$ cat src/verilog/dms_defines.svh
// register offsets, field positions, reset values and timing for the mode/tone block
`ifndef DMS_DEFINES_SVH
`define DMS_DEFINES_SVH
`define DMS_TW1_FIRST     8'h04
`define DMS_TW1_LAST      8'h09
`define DMS_TW2_FIRST     8'h0A
`define DMS_TW2_LAST      8'h0F
`define DMS_PHASE_HI      8'h14
`define DMS_PHASE_LO      8'h15
`define DMS_CTRL_ADDR     8'h1F
`define DMS_MODE_LSB      0
`define DMS_TW_RESET      48'h000000000000
`define DMS_PHASE_RESET   14'h0000
`define DMS_CTRL_RESET    8'h00
`define DMS_KEY_PIPE      2
`endif

$ cat src/verilog/dms_pkg.sv
// types for the mode/tone block
package dms_pkg;
	typedef enum logic [2:0] {
		DMS_SINGLE  = 3'h0,
		DMS_FSK     = 3'h1,
		DMS_RAMPED  = 3'h2,
		DMS_CHIRP   = 3'h3,
		DMS_BPSK    = 3'h4
	} dms_mode_e;
endpackage : dms_pkg

$ cat src/verilog/dms_mode_tone.sv
// mode decode, tuning-word select and phase accumulator of the synthesizer
// Operation
// (RULE_01) three-bit control field picks single tone, FSK, ramped FSK, chirp or BPSK
// (RULE_02) active-high init input returns port and registers to defaults
// (RULE_03) init leaves the device in single-tone mode
// (RULE_04) single tone uses the first 48-bit tuning word, reset value zero
// (RULE_05) after reset output is 0 Hz, zero phase, midscale amplitude
// (RULE_06) host computes tuning word as f times 2^48 over clock, rounded
// (RULE_07) frequency changes keep accumulator phase, continue with new increment
// (RULE_08) a 14-bit phase value offsets the cosine path
// (RULE_09) parameters may be rewritten anytime through the byte port
// (RULE_10) in FSK, keying low selects word one, high selects word two
// (RULE_11) word one at byte addresses 4..9, word two at A..F
// (RULE_12) FSK switching is phase continuous with fixed pipeline latency
// (RULE_13) keying input ignored in single tone; word one used in all modes other than FSK and ramped FSK
// (RULE_14) phase offset off in BPSK; word two only in FSK modes
// (RULE_15) accumulator adds increment each clock, wraps mod 2^48
// (RULE_16) codes 101 to 111 act as single tone
`include "dms_defines.svh"
module dms_mode_tone
	import dms_pkg::*;
#(
	parameter int ACC_W   = 48,
	parameter int PHASE_W = 14,
	parameter int OUT_W   = 14
) (
	input  wire logic               mclk,
	input  wire logic               rst_n,
	input  wire logic               clk_en,
	input  wire logic               master_reset,
	input  wire logic               wr_strobe,
	input  wire logic [7:0]         wr_addr,
	input  wire logic [7:0]         wr_data,
	input  wire logic               keying_select_input,
	output logic [2:0]              mode_out,
	output logic [ACC_W-1:0]        tuning_increment,
	output logic [OUT_W-1:0]        sine_phase,
	output logic [OUT_W-1:0]        cosine_phase,
	output logic                    using_second_word
);
	// widths the slicing below can serve
	if (ACC_W != 48 || PHASE_W != 14 || OUT_W > ACC_W || OUT_W < PHASE_W) begin : g_bad_width
		$error("dms_mode_tone: unsupported widths");
	end

	logic [ACC_W-1:0]   tw1_r, tw1_nxt;
	logic [ACC_W-1:0]   tw2_r, tw2_nxt;
	logic [PHASE_W-1:0] phase_r, phase_nxt;
	logic [7:0]         ctrl_r, ctrl_nxt;
	logic [`DMS_KEY_PIPE-1:0] key_r, key_nxt;
	logic [ACC_W-1:0]   acc_r, acc_nxt;
	logic [ACC_W-1:0]   inc_r, inc_nxt;
	logic [OUT_W-1:0]   sin_r, sin_nxt, cos_r, cos_nxt;
	logic               sel2_r, sel2_nxt;
	dms_mode_e          mode;
	logic               hit_tw1, hit_tw2, hit_ph_hi, hit_ph_lo, hit_ctrl;
	logic               key_late;
	logic [OUT_W-1:0]   acc_top;

	// raw control code to operating mode
	function automatic dms_mode_e decode_mode(input logic [2:0] code);
		unique case (code)
			3'h1:    decode_mode = DMS_FSK;
			3'h2:    decode_mode = DMS_RAMPED;
			3'h3:    decode_mode = DMS_CHIRP;
			3'h4:    decode_mode = DMS_BPSK;
			default: decode_mode = DMS_SINGLE; // RULE_16
		endcase
	endfunction : decode_mode

	// true when a byte address falls inside one tuning word
	function automatic logic in_word(input logic [7:0] a, input logic [7:0] first,
		input logic [7:0] last);
		in_word = (a >= first) && (a <= last);
	endfunction : in_word

	// word two only in the two frequency-keying modes
	function automatic logic word_two_mode(input dms_mode_e m);
		word_two_mode = (m == DMS_FSK) || (m == DMS_RAMPED);
	endfunction : word_two_mode

	// phase offset withheld in binary phase keying
	function automatic logic offset_mode(input dms_mode_e m);
		offset_mode = (m != DMS_BPSK);
	endfunction : offset_mode

	// replace one byte of a tuning word
	function automatic logic [ACC_W-1:0] put_byte(input logic [ACC_W-1:0] w,
		input logic [7:0] last, input logic [7:0] a, input logic [7:0] d);
		logic [ACC_W-1:0] r;
		int idx;
		r = w;
		idx = int'(last - a);
		r[idx*8 +: 8] = d;
		put_byte = r;
	endfunction : put_byte

	// mode seen by the datapath
	assign mode = decode_mode(ctrl_r[`DMS_MODE_LSB +: 3]); // RULE_01

	// byte-address decode of the write port
	assign hit_tw1   = in_word(wr_addr, `DMS_TW1_FIRST, `DMS_TW1_LAST); // RULE_11
	assign hit_tw2   = in_word(wr_addr, `DMS_TW2_FIRST, `DMS_TW2_LAST); // RULE_11
	assign hit_ph_hi = (wr_addr == `DMS_PHASE_HI);
	assign hit_ph_lo = (wr_addr == `DMS_PHASE_LO);
	assign hit_ctrl  = (wr_addr == `DMS_CTRL_ADDR);

	// oldest stage of the keying pipe
	assign key_late = key_r[`DMS_KEY_PIPE-1];
	// accumulator bits that feed the converters
	assign acc_top = acc_r[ACC_W-1 -: OUT_W];

	// register writes, most significant byte at the lowest address
	always_comb begin
		tw1_nxt = tw1_r;
		tw2_nxt = tw2_r;
		phase_nxt = phase_r;
		ctrl_nxt = ctrl_r;
		if (wr_strobe) begin // RULE_09
			if (hit_tw1)
				tw1_nxt = put_byte(tw1_r, `DMS_TW1_LAST, wr_addr, wr_data); // RULE_11
			else if (hit_tw2)
				tw2_nxt = put_byte(tw2_r, `DMS_TW2_LAST, wr_addr, wr_data); // RULE_11
			else if (hit_ph_hi)
				phase_nxt = {wr_data[PHASE_W-9:0], phase_r[7:0]};
			else if (hit_ph_lo)
				phase_nxt = {phase_r[PHASE_W-1:8], wr_data};
			else if (hit_ctrl)
				ctrl_nxt = wr_data;
		end
	end

	// keying pipeline and increment selection
	always_comb begin
		key_nxt = {key_r[`DMS_KEY_PIPE-2:0], keying_select_input}; // RULE_12
		sel2_nxt = 1'b0;
		if (word_two_mode(mode))
			sel2_nxt = key_late; // RULE_10 RULE_14
		else
			sel2_nxt = 1'b0; // RULE_13
		inc_nxt = sel2_nxt ? tw2_r : tw1_r; // RULE_04 RULE_10
	end

	// accumulator never cleared on a frequency change
	always_comb begin
		logic [OUT_W-1:0] off;
		off = '0;
		acc_nxt = acc_r + inc_r; // RULE_07 RULE_15
		if (offset_mode(mode))
			off = OUT_W'(phase_r) << (OUT_W - PHASE_W); // RULE_14
		sin_nxt = acc_top; // RULE_15
		cos_nxt = acc_top + off; // RULE_08
	end

	// programmed registers
	always_ff @(posedge mclk or negedge rst_n) begin
		if (!rst_n) begin
			tw1_r   <= `DMS_TW_RESET;
			tw2_r   <= `DMS_TW_RESET;
			phase_r <= `DMS_PHASE_RESET;
			ctrl_r  <= `DMS_CTRL_RESET;
		end else if (clk_en) begin
			if (master_reset) begin // RULE_02 RULE_03
				tw1_r   <= `DMS_TW_RESET;
				tw2_r   <= `DMS_TW_RESET;
				phase_r <= `DMS_PHASE_RESET;
				ctrl_r  <= `DMS_CTRL_RESET;
			end else begin
				tw1_r   <= tw1_nxt;
				tw2_r   <= tw2_nxt;
				phase_r <= phase_nxt;
				ctrl_r  <= ctrl_nxt;
			end
		end
	end

	// keying pipe and selected increment
	always_ff @(posedge mclk or negedge rst_n) begin
		if (!rst_n) begin
			key_r  <= '0;
			inc_r  <= '0;
			sel2_r <= 1'b0;
		end else if (clk_en) begin
			if (master_reset) begin // RULE_02
				key_r  <= '0;
				inc_r  <= '0;
				sel2_r <= 1'b0;
			end else begin
				key_r  <= key_nxt;
				inc_r  <= inc_nxt;
				sel2_r <= sel2_nxt;
			end
		end
	end

	// accumulator and phase outputs
	always_ff @(posedge mclk or negedge rst_n) begin
		if (!rst_n) begin
			acc_r <= '0;
			sin_r <= '0;
			cos_r <= '0;
		end else if (clk_en) begin
			if (master_reset) begin // RULE_05
				acc_r <= '0;
				sin_r <= '0;
				cos_r <= '0;
			end else begin
				acc_r <= acc_nxt;
				sin_r <= sin_nxt;
				cos_r <= cos_nxt;
			end
		end
	end

	// outputs straight from registers

	assign mode_out          = ctrl_r[`DMS_MODE_LSB +: 3];
	assign tuning_increment  = inc_r;
	assign sine_phase        = sin_r;
	assign cosine_phase      = cos_r;
	assign using_second_word = sel2_r;
endmodule : dms_mode_tone

$ cat config.mk
export PLATFORM = sky130hd
export DESIGN_NAME = dms_mode_tone
export DESIGN_NICKNAME = d
export VERILOG_FILES = /design/src/verilog/dms_pkg.sv /design/src/verilog/dms_mode_tone.sv
export VERILOG_INCLUDE_DIRS = /design/src /design/src/verilog
export SDC_FILE = /design/constraint.sdc
export NUM_CORES = 1
export LEC_CHECK = 0
export BUFFER_PORTS_ARGS = -buffer_cell sky130_fd_sc_hd__buf_2
export CAP_MARGIN = 30
export CORE_MARGIN = 2
export CORE_UTILIZATION = 44
export DETAILED_ROUTE_END_ITERATION = 10
export PLACE_DENSITY = 0.74
export SYNTH_ARGS = -nofsm -noshare
export SYNTH_HDL_FRONTEND = slang
export SYNTH_SLANG_ARGS = --single-unit
$ cat constraint.sdc
create_clock -name mclk -period 3.2 [get_ports mclk]
set_clock_uncertainty 0.15 [all_clocks]
set_input_delay 0.64 -clock mclk [delete_from_list [all_inputs] [get_ports mclk]]
set_output_delay 0.64 -clock mclk [all_outputs]
set_load 0.02 [all_outputs]
Yosys cells after proc, flatten, opt, wreduce, memory -nomap -nowiden
Index checks and enable logic that the tools add are counted. W data, S select, Z words.

Bits in registers: 240. Latch bits: 0. RAM bits: 0. Memory bits (read-only): 0. Input port bits: 22. Output and inout port bits: 80. Logic and storage cells: 85. Memories kept: 0.

$add $sub $neg: 6. Multipliers: 0. Div/mod/pow operators: 0. $lt $le $gt $ge: 4. Equality and inequality tests: 14. Shifts and indexed selects: 4. Multiplexer cells: 32. Bitwise logic cells: 0. Reduce and logical (&&, ||, !) cells: 14.

Operators by type and width (number): $mux W48 (10); $mux W14 (8); $bwmux W48 (2); $shift A8 B33 Y48 const A (2); $shiftx A8 B33 Y48 (2); $neg A12 Y33 (2); $add A48 B48 Y48 (1); $eq A8 B5 Y1 const B (3); $mux W3 (7); $sub A4 B8 Y9 const A (2); $le A8 B4 Y1 const B (2); $add A14 B14 Y14 (1); $pmux W3 S4 (1); $reduce_bool A2 Y1 (6); $eq A3 B2 Y1 const B (3); $ge A8 B3 Y1 const B (1); $ge A8 B4 Y1 const B (1); $mux W8 (1); $ne A2 B2 Y1 const B (4); $reduce_and A7 Y1 (1); $eq A3 B1 Y1 const B (2); $reduce_and A6 Y1 (1); $reduce_and A5 Y1 (1); $reduce_and A4 Y1 (1); 7 further kinds (9).

Logic depth before layout (Yosys ltp)
Gate-level depths: netlist (run 1).

Depth after elaboration: 8. Mapped depth: 18. Depth with buffers taken out: 16.

Worst setup path after synthesis (run 1)
Ideal clock, no wire load.

Path kind: input port to flip-flop. Start point: input port wr_addr[4]. End point: register tw1_r[24]. Library setup time: 0.069 ns. Arrival: 4.521 ns. Required time: 2.981 ns. Path slack: -1.540 ns. Cell stages on the path: 15. Buffers on the path: 1. Cell sequence: buf_6 > inv_1 > ha_1 > nand2b_1 > nor3_1 > nand4_1 > ha_1 > or4b_2 > nor3_1 > nand4_1 > o21ai_1 > o211ai_2 > or4_4 > nor2_8 > a32o_1.

Cells in the longest elaborated chain, start to end: 7. Elaborated cells on any way between the ends: 13. Those cells by class: add/sub: 2; order compare: 2; shift: 2; mux: 4; reduce/logical: 3.

Ends and longest elaborated chain: start: declaration (RTL line dms_mode_tone.sv:32) `input wire logic [7:0] wr_addr,`; $sub A4 B8 Y9 (RTL line dms_mode_tone.sv:93) `idx = int'(last - a);`; $neg A12 Y33 (RTL line dms_mode_tone.sv:94) `r[idx*8 +: 8] = d;`; $shiftx A8 B33 Y48 or $shift A8 B33 Y48 (tied branches) (RTL line dms_mode_tone.sv:94); $bwmux W48 (RTL line dms_mode_tone.sv:94); $mux W48 (RTL line dms_mode_tone.sv:120) `if (hit_tw1)`; $mux W48 (RTL line dms_mode_tone.sv:119) `if (wr_strobe) begin`; $mux W48 (RTL line dms_mode_tone.sv:163) `if (master_reset) begin`; end signal: assignment (RTL line dms_mode_tone.sv:158) `` tw1_r <= `DMS_TW_RESET; ``; end signal: assignment (RTL line dms_mode_tone.sv:164) `` tw1_r <= `DMS_TW_RESET; ``; end signal: assignment (RTL line dms_mode_tone.sv:169) `tw1_r <= tw1_nxt;`; end: declaration (RTL line dms_mode_tone.sv:46) `logic [ACC_W-1:0] tw1_r, tw1_nxt;`.

Several ways; a longest one is shown, not always the timed one. The select of a mux whose other input is x is not followed. A chain may end at the register's enable or synchronous reset.

Final worst setup path (run 1)
Start point: input port wr_addr[2]. End point: register tw1_r[35].

The elaborated chain is that of the path after synthesis.

==> flow_summary.toml, run 1 <==
[status]
run_status = "finished, violations left"
violations = "negative setup slack"

[detailed_routing]
detailroute.via_count = 12700
detail_route.wl_per_cell_um = 20.2
detail-route-antenna-nets = 0
detailedRoute.firstIterationViolations = 1111
post_drt_via_cell_ratio = 6.02
drt_pass1_iterations = 5
postRouteWirelength_um = 42600
drc = 0

[finish]
drive_gt1_frac = 0.342
design.final.nets = 1792
final_cells = 2109
syn2layout_area_growth_pct = 34.8
postLayoutCoreUtil = 0.598
layout.cell_area.non_filler_um2 = 18800

[sta]
timing.slew.headroom = 0.495
layout_setup_ws_ns = -0.586
finalWorstPathRequiredPeriod_ns = 3.79
top_achievable_clock_speed_mhz = 264
worst_slew_pin_slew_ns = 0.749
post-route-period-util = 1.18
grt_setup_unrepaired = "true"
hold_slack_ns = 0.180
report.final.hold_viol_count = 0
setup_viol = 78
finalMaxSlewViolations = 0

[logic_synthesis]
netlist_instances = 1385
synth_top_area_cell = "sky130_fd_sc_hd__dfrtp_1"
edff_count_synth = 0
syn-cell-area_um2 = 13900
synth.area.top_cells = "sky130_fd_sc_hd__dfrtp_1 43%, sky130_fd_sc_hd__ha_1 7.3%, sky130_fd_sc_hd__a22o_1 6.2%"
yosys_most_used_dff = "sky130_fd_sc_hd__dfrtp_1"
yosys-top-cells-count = "240 x sky130_fd_sc_hd__dfrtp_1, 103 x sky130_fd_sc_hd__nand2_1, 98 x sky130_fd_sc_hd__a22o_1"
yosys_warnings = 0
syn_avg_cell_area_um2 = 10.1
async_reset_ff_frac = 1.00
yosysUniqueCellTypes = 80
top_area_cell_type_share_of_the_netlist_area = 0.431
synthMostInstantiatedCell = "sky130_fd_sc_hd__dfrtp_1"
seq_area_frac_synth = 0.431
yosys_register_bits = 240
synth_nets = 1490

[worst_hold_path]
hold-path-cell-count = 2
min_path_type = "in -> reg"
holdCritStartpoint = "keying_select_input"
worstHoldEndpoint = "key_r[0]"

[clock_tree]
cts_tree = "done"
cts.reportedPaths.clkPinSlew_ns = 0.06
cts-buffers-inserted = 25
clockRootBuffer = "sky130_fd_sc_hd__clkbuf_16"
worstSkewPairLatency_ns = 0.55
ctsHtreeMaxLevel = 1
clkSinkCount = 240
clock_tree.buffer_depth = 3

[job]
drv.max_cap_violation_count = 0

[worst_setup_path]
critical_path.slowest_cell = "sky130_fd_sc_hd__or4_4"
worst_setup_path_end_kind = "register"
worst-path-max-fanout = 8
worstRegToRegCells = 12
start_kind = "primary input"
crit_type = "in -> reg"
crit_required_ns = 3.53
critical_path.reg2reg.startpoint = "tuning_increment[0]"
max_stage_delay_ns = 0.57
worst-endpoint-arrival_ns = 4.11
reg2reg_setup_slack_ns = -0.06
crit_chain = "buf_12 > inv_16 > ha_4 > nor2b_2 > or4_4 > xnor2_4 > nand4_1 > ha_1 > or4b_4 > nor3_2 > nand4_1 > o21ai_2 > o211ai_2 > or4_4 > nor2_4 > a22o_1"
r2r-end = "acc_r[47]"

[floorplanning]
floorplan.die_area_um2 = 33100
cell_rows = 65
dieWidth_um = 182
design.core.area_um2 = 31400
num_io_pins = 102
initial_utilization = 0.443
die_h_um = 182

[placed_design]
postPlaceCellArea_um2 = 16700
dpl.hpwl_um = 29800
dp.cells = 2028
routabilityCongestion = 0.908
post-place-ws_ns = -1.21
portBuffers = 101

[global_routing]
grt_pass1_wl_um = 66800
grt_overflow_total = 0
largest_net_degree_at_the_start_of_global_routing = 71
grt_pass1_vias = 12500
grt_antenna_before_repair = 3
grt_overall_usage = 0.249

[power_and_ir_drop]
cellPowerDensity_nw_per_um2 = 449
irDropWorstVdd_v = 0.000386
power_leakage_uw = 0.00923
registers in the layout (all words and copies together), names as in the netlist:
signal and cells:
acc_r 48, cosine_phase 14, ctrl_r 3, key_r 2, phase_r 14, sine_phase 14
tuning_increment 48, tw1_r 48, tw2_r 48, using_second_word 1
report_power, final:
group / switching (uW) / internal (uW)
sequential: 200 / 3260
combinational: 1070 / 959
clock: 1280 / 1660
total: 2550 / 5870
what timing repair did:
action / CTS / global route
setup endpoints to repair: 116 / 118
hold endpoints to repair: 65 / 0
buffers inserted: 15 / 21
gates resized for setup: 83 / 101
hold buffers: 1 / 0
cloned: 1 / 2
pin swaps: 48 / 74
worst max path at each step:
stage	start	to	slack, ns	depth (start not counted)
floorplan	wr_addr[2]	tw1_r[24]	-0.91	15
global placement	wr_addr[2]	tw1_r[24]	-1.16	16
detailed placement	wr_addr[2]	tw1_r[35]	-1.21	16
CTS	wr_addr[2]	tw1_r[43]	-0.53	17
global route	wr_addr[2]	tw1_r[35]	-0.73	16
finish	wr_addr[2]	tw1_r[35]	-0.59	16
layout by cell type (no fill, tap or decap), types with 10 or more instances in the layout:
cell | Yosys | layout
sky130_fd_sc_hd__a22o_1 | 98 | 98
sky130_fd_sc_hd__nand2_1 | 103 | 99
sky130_fd_sc_hd__o21bai_1 | 18 | 10
sky130_fd_sc_hd__nand3_1 | 37 | 29
sky130_fd_sc_hd__a21oi_1 | 66 | 44
sky130_fd_sc_hd__nor2b_1 | 17 | 15
sky130_fd_sc_hd__o21ai_1 | 12 | 43
sky130_fd_sc_hd__buf_12 | 0 | 14
sky130_fd_sc_hd__a21o_1 | 35 | 34
sky130_fd_sc_hd__xor2_1 | 23 | 23
sky130_fd_sc_hd__nor3_1 | 28 | 15
sky130_fd_sc_hd__nor2_4 | 2 | 10
sky130_fd_sc_hd__a32o_1 | 12 | 12
sky130_fd_sc_hd__ha_4 | 0 | 16
sky130_fd_sc_hd__o21ai_0 | 76 | 37
sky130_fd_sc_hd__a21oi_2 | 0 | 20
sky130_fd_sc_hd__nor2_1 | 68 | 55
sky130_fd_sc_hd__inv_1 | 47 | 43
sky130_fd_sc_hd__ha_1 | 81 | 63
sky130_fd_sc_hd__dfrtp_1 | 240 | 235
sky130_fd_sc_hd__buf_2 | 3 | 96
sky130_fd_sc_hd__xnor2_1 | 37 | 36
sky130_fd_sc_hd__and3_1 | 10 | 10
sky130_fd_sc_hd__nand4_1 | 18 | 18
sky130_fd_sc_hd__mux2_2 | 11 | 10
sky130_fd_sc_hd__mux2i_1 | 48 | 48
sky130_fd_sc_hd__buf_4 | 0 | 215
sky130_fd_sc_hd__buf_6 | 2 | 18
sky130_fd_sc_hd__nor3_4 | 0 | 10
sky130_fd_sc_hd__o2bb2ai_1 | 48 | 48
sky130_fd_sc_hd__clkbuf_16 | 0 | 25
cell type report:
cell class | count | area, um2
Sequential cell | 240 | 6010
Inverter | 49 | 223
Clock inverter | 10 | 108
Multi-Input combinational cell | 1024 | 8550
Fill cell | 2476 | 12600
Tap cell | 402 | 503
Clock buffer | 35 | 713
Timing Repair Buffer | 347 | 2650
Antenna cell | 2 | 5.00
through the flow:
step	setup TNS (ns)	total power, uW
final	-24.83	8430
after global routing	-38.12	8770
after CTS	-25.09	8260
after detailed placement	-101.46	5270
after global placement	-90.98	5210
after floorplan	-43.26	4520
routing by layer:
metal	up-vias	track usage	routed length, um
met5	-	0	26
li1	5835	-	-
met3	101	0.0353	2710
met2	447	0.421	20600
met1	6312	0.329	17800
met4	4	0.0839	1450
worst max-delay path: cells and delay by family:
family	cells	cell delay (ns)
and+or+nand+nor	8	2.15
AOI/OAI and AO/OA	3	0.53
adders and majority gates	2	0.43
xor gates and xnor gates	1	0.19
buffers and inverters	2	0.15
kinds of logic (layout without fill, tap and decap cells):
kind of cell,Yosys count,count (layout),share of synthesized area
XOR/XNOR,62,62,0.0401
AND/OR/NAND/NOR,357,357,0.132
adder cells (fa/ha/maj),83,83,0.0757
buffers and inverters,123,441,0.0345
AO/OA/AOI/OAI,461,463,0.243
multiplexers,59,59,0.0434
flip-flops,240,240,0.431
other,0,2,0
(Power assumes the default switching activity.)
==> inputs of run 2 (changes only) <==
--- a/config.mk
+++ b/config.mk
@@ -6,12 +6,13 @@
 export SDC_FILE = /design/constraint.sdc
 export NUM_CORES = 1
 export LEC_CHECK = 0
-export BUFFER_PORTS_ARGS = -buffer_cell sky130_fd_sc_hd__buf_2
+export BUFFER_PORTS_ARGS = -buffer_cell sky130_fd_sc_hd__clkbuf_2
 export CAP_MARGIN = 30
 export CORE_MARGIN = 2
-export CORE_UTILIZATION = 44
+export CORE_UTILIZATION = 55
 export DETAILED_ROUTE_END_ITERATION = 10
-export PLACE_DENSITY = 0.74
+export PLACE_DENSITY = 0.87
 export SYNTH_ARGS = -nofsm -noshare
 export SYNTH_HDL_FRONTEND = slang
 export SYNTH_SLANG_ARGS = --single-unit
+export TNS_END_PERCENT = 30
==> run 2 against run 1 <==
The run ends with negative hold slack, negative setup slack left. Core utilization rose by 12 points. Die area decreased by 20%. Final area is 4.3% lower. Hold slack worse by 0.21 ns. Clock-buffer cell count increased by 5. Power rose by 2.0%. Critical path type unchanged. Largest cell class unchanged. Largest power group unchanged. Highest routed layer is now met4.
==> flow_summary.toml, run 2 (synthesized netlist as in run 1, its figures left out) <==
[status]
run_status = "finished, violations left"
violations = "negative hold slack, negative setup slack"

[global_routing]
grt_overflow_total = 0
grt_pass1_vias = 13800
grt_overall_usage = 0.348
grt_antenna_before_repair = 0
grt_pass1_wl_um = 73300
largest_net_degree_at_the_start_of_global_routing = 89

[job]
drv.max_cap_violation_count = 0

[sta]
worst_slew_pin_slew_ns = 0.806
top_achievable_clock_speed_mhz = 243
setup_viol = 100
finalWorstPathRequiredPeriod_ns = 4.12
finalMaxSlewViolations = 0
grt_setup_unrepaired = "true"
report.final.hold_viol_count = 8
post-route-period-util = 1.29
hold_slack_ns = -0.0250
timing.slew.headroom = 0.461
layout_setup_ws_ns = -0.921

[floorplanning]
cell_rows = 58
die_h_um = 163
num_io_pins = 102
design.core.area_um2 = 25000
initial_utilization = 0.556
dieWidth_um = 163
floorplan.die_area_um2 = 26600

[worst_setup_path]
worst-path-max-fanout = 8
worst_setup_path_end_kind = "register"
crit_type = "in -> reg"
reg2reg_setup_slack_ns = -0.33
worstRegToRegCells = 13
critical_path.reg2reg.startpoint = "ctrl_r[0]"
r2r-end = "cosine_phase[12]"
start_kind = "primary input"
crit_required_ns = 3.48
worst-endpoint-arrival_ns = 4.40

[detailed_routing]
drt_pass1_iterations = 8
detailroute.via_count = 14000
detail_route.wl_per_cell_um = 24.1
detail-route-antenna-nets = 0
post_drt_via_cell_ratio = 6.92
drc = 0
postRouteWirelength_um = 48600
detailedRoute.firstIterationViolations = 1916

[power_and_ir_drop]
total_power_consumption_of_the_routed_design_uw = 8600
cellPowerDensity_nw_per_um2 = 479
power_leakage_uw = 0.00903
irDropWorstVdd_v = 0.000370

[clock_tree]
cts.hold.buffers_added = 0
clockRootBuffer = "sky130_fd_sc_hd__clkbuf_16"
ctsHtreeMaxLevel = 1
worstSkewPairLatency_ns = 0.54
clock_tree.buffer_depth = 3
cts_tree = "done"
cts.reportedPaths.clkPinSlew_ns = 0.06
clkSinkCount = 240
cts-buffers-inserted = 26

[finish]
multiInputGateArea_um2 = 8100
design.final.nets = 1771
seqCellArea_um2 = 6010
layout.cells.most_common = "sky130_fd_sc_hd__dfrtp_1"
antenna_cells = 0
drive_gt1_frac = 0.301
layout_common_cells = "240 x sky130_fd_sc_hd__dfrtp_1, 211 x sky130_fd_sc_hd__buf_4, 102 x sky130_fd_sc_hd__nand2_1, 98 x sky130_fd_sc_hd__a22o_1, 98 x sky130_fd_sc_hd__clkbuf_2"
syn2layout_area_growth_pct = 29.0
filler_cell_count = 1508

[placed_design]
routabilityCongestion = 0.929
dpl.hpwl_um = 29700
post-place-ws_ns = -1.28
portBuffers = 101

[worst_hold_path]
min_path_type = "in -> async"
run 2: area by class of cell:
type                    count  area share
inverters                  49      0.0117
well taps                 330      0.0230
repair buffers            327       0.131
flip-flops and latches    240       0.334
multi-input cells        1022       0.451
clock buffers              40      0.0431
clock inverters             8     0.00523
run 2: critical path: stages:
cell,delay (ns)
sky130_fd_sc_hd__clkbuf_16,0.14
sky130_fd_sc_hd__inv_16,0.05
sky130_fd_sc_hd__ha_4,0.12
sky130_fd_sc_hd__nor2b_2,0.04
sky130_fd_sc_hd__or4_4,0.52
sky130_fd_sc_hd__xnor2_4,0.18
sky130_fd_sc_hd__nand4_1,0.12
sky130_fd_sc_hd__ha_1,0.34
sky130_fd_sc_hd__or4b_4,0.49
sky130_fd_sc_hd__nor3_2,0.17
sky130_fd_sc_hd__nand4_1,0.18
sky130_fd_sc_hd__o21ai_2,0.23
sky130_fd_sc_hd__buf_4,0.16
sky130_fd_sc_hd__o211ai_1,0.12
sky130_fd_sc_hd__buf_4,0.20
sky130_fd_sc_hd__nor3_4,0.14
sky130_fd_sc_hd__buf_6,0.19
sky130_fd_sc_hd__a2bb2oi_2,0.07
sky130_fd_sc_hd__o21ai_1,0.29
run 2: metrics by stage:
stage / std cells / TNS (ns) / cell area [um2] / hold slack (ns) / utilization
after floorplan: 1385 / -71.93 / 14000 / 0.194 / -
after global placement: 1962 / -88.86 / 16400 / 0.310 / 0.655
after detailed placement: 1962 / -100.05 / 16400 / 0.320 / 0.655
after CTS: 2016 / -27.93 / 17700 / 0.00573 / 0.707
after global routing: 2016 / -49.71 / 18000 / 0.0177 / 0.717
final: 2016 / -38.88 / 18000 / -0.0250 / 0.717
run 2: per-layer routing:
metal | up-vias | track usage | share of wire | wire, um
li1 | 5760 | - | - | -
met1 | 6665 | 0.428 | 0.36 | 17400
met2 | 1158 | 0.565 | 0.46 | 22200
met3 | 369 | 0.0747 | 0.11 | 5260
met4 | 0 | 0.205 | 0.076 | 3690
met5 | - | 0 | 0 | 0
run 2: worst max path at each step:
stage | startpoint | endpoint | slack, ns | cells after the start
finish | wr_addr[2] | tw1_r[3] | -0.92 | 19
global route | wr_addr[2] | tw1_r[3] | -1.06 | 21
CTS | wr_addr[2] | tw1_r[34] | -0.69 | 16
detailed placement | wr_addr[2] | tw1_r[34] | -1.28 | 16
global placement | wr_addr[2] | tw1_r[24] | -1.19 | 16
floorplan | wr_addr[2] | tw1_r[24] | -0.91 | 15
run 2: timing repair:
action                                  4_1_cts  5_1_grt
resized for setup                            95       54
pin swaps                                    48       30
endpoints found under the setup margin      123      121
cloned                                        0        0
buffers inserted                              7        0
run 2: where the power goes:
group | internal (uW) | switching (uW)
Clock | 1820 | 1300
Sequential | 3260 | 189
Combinational | 895 | 1140
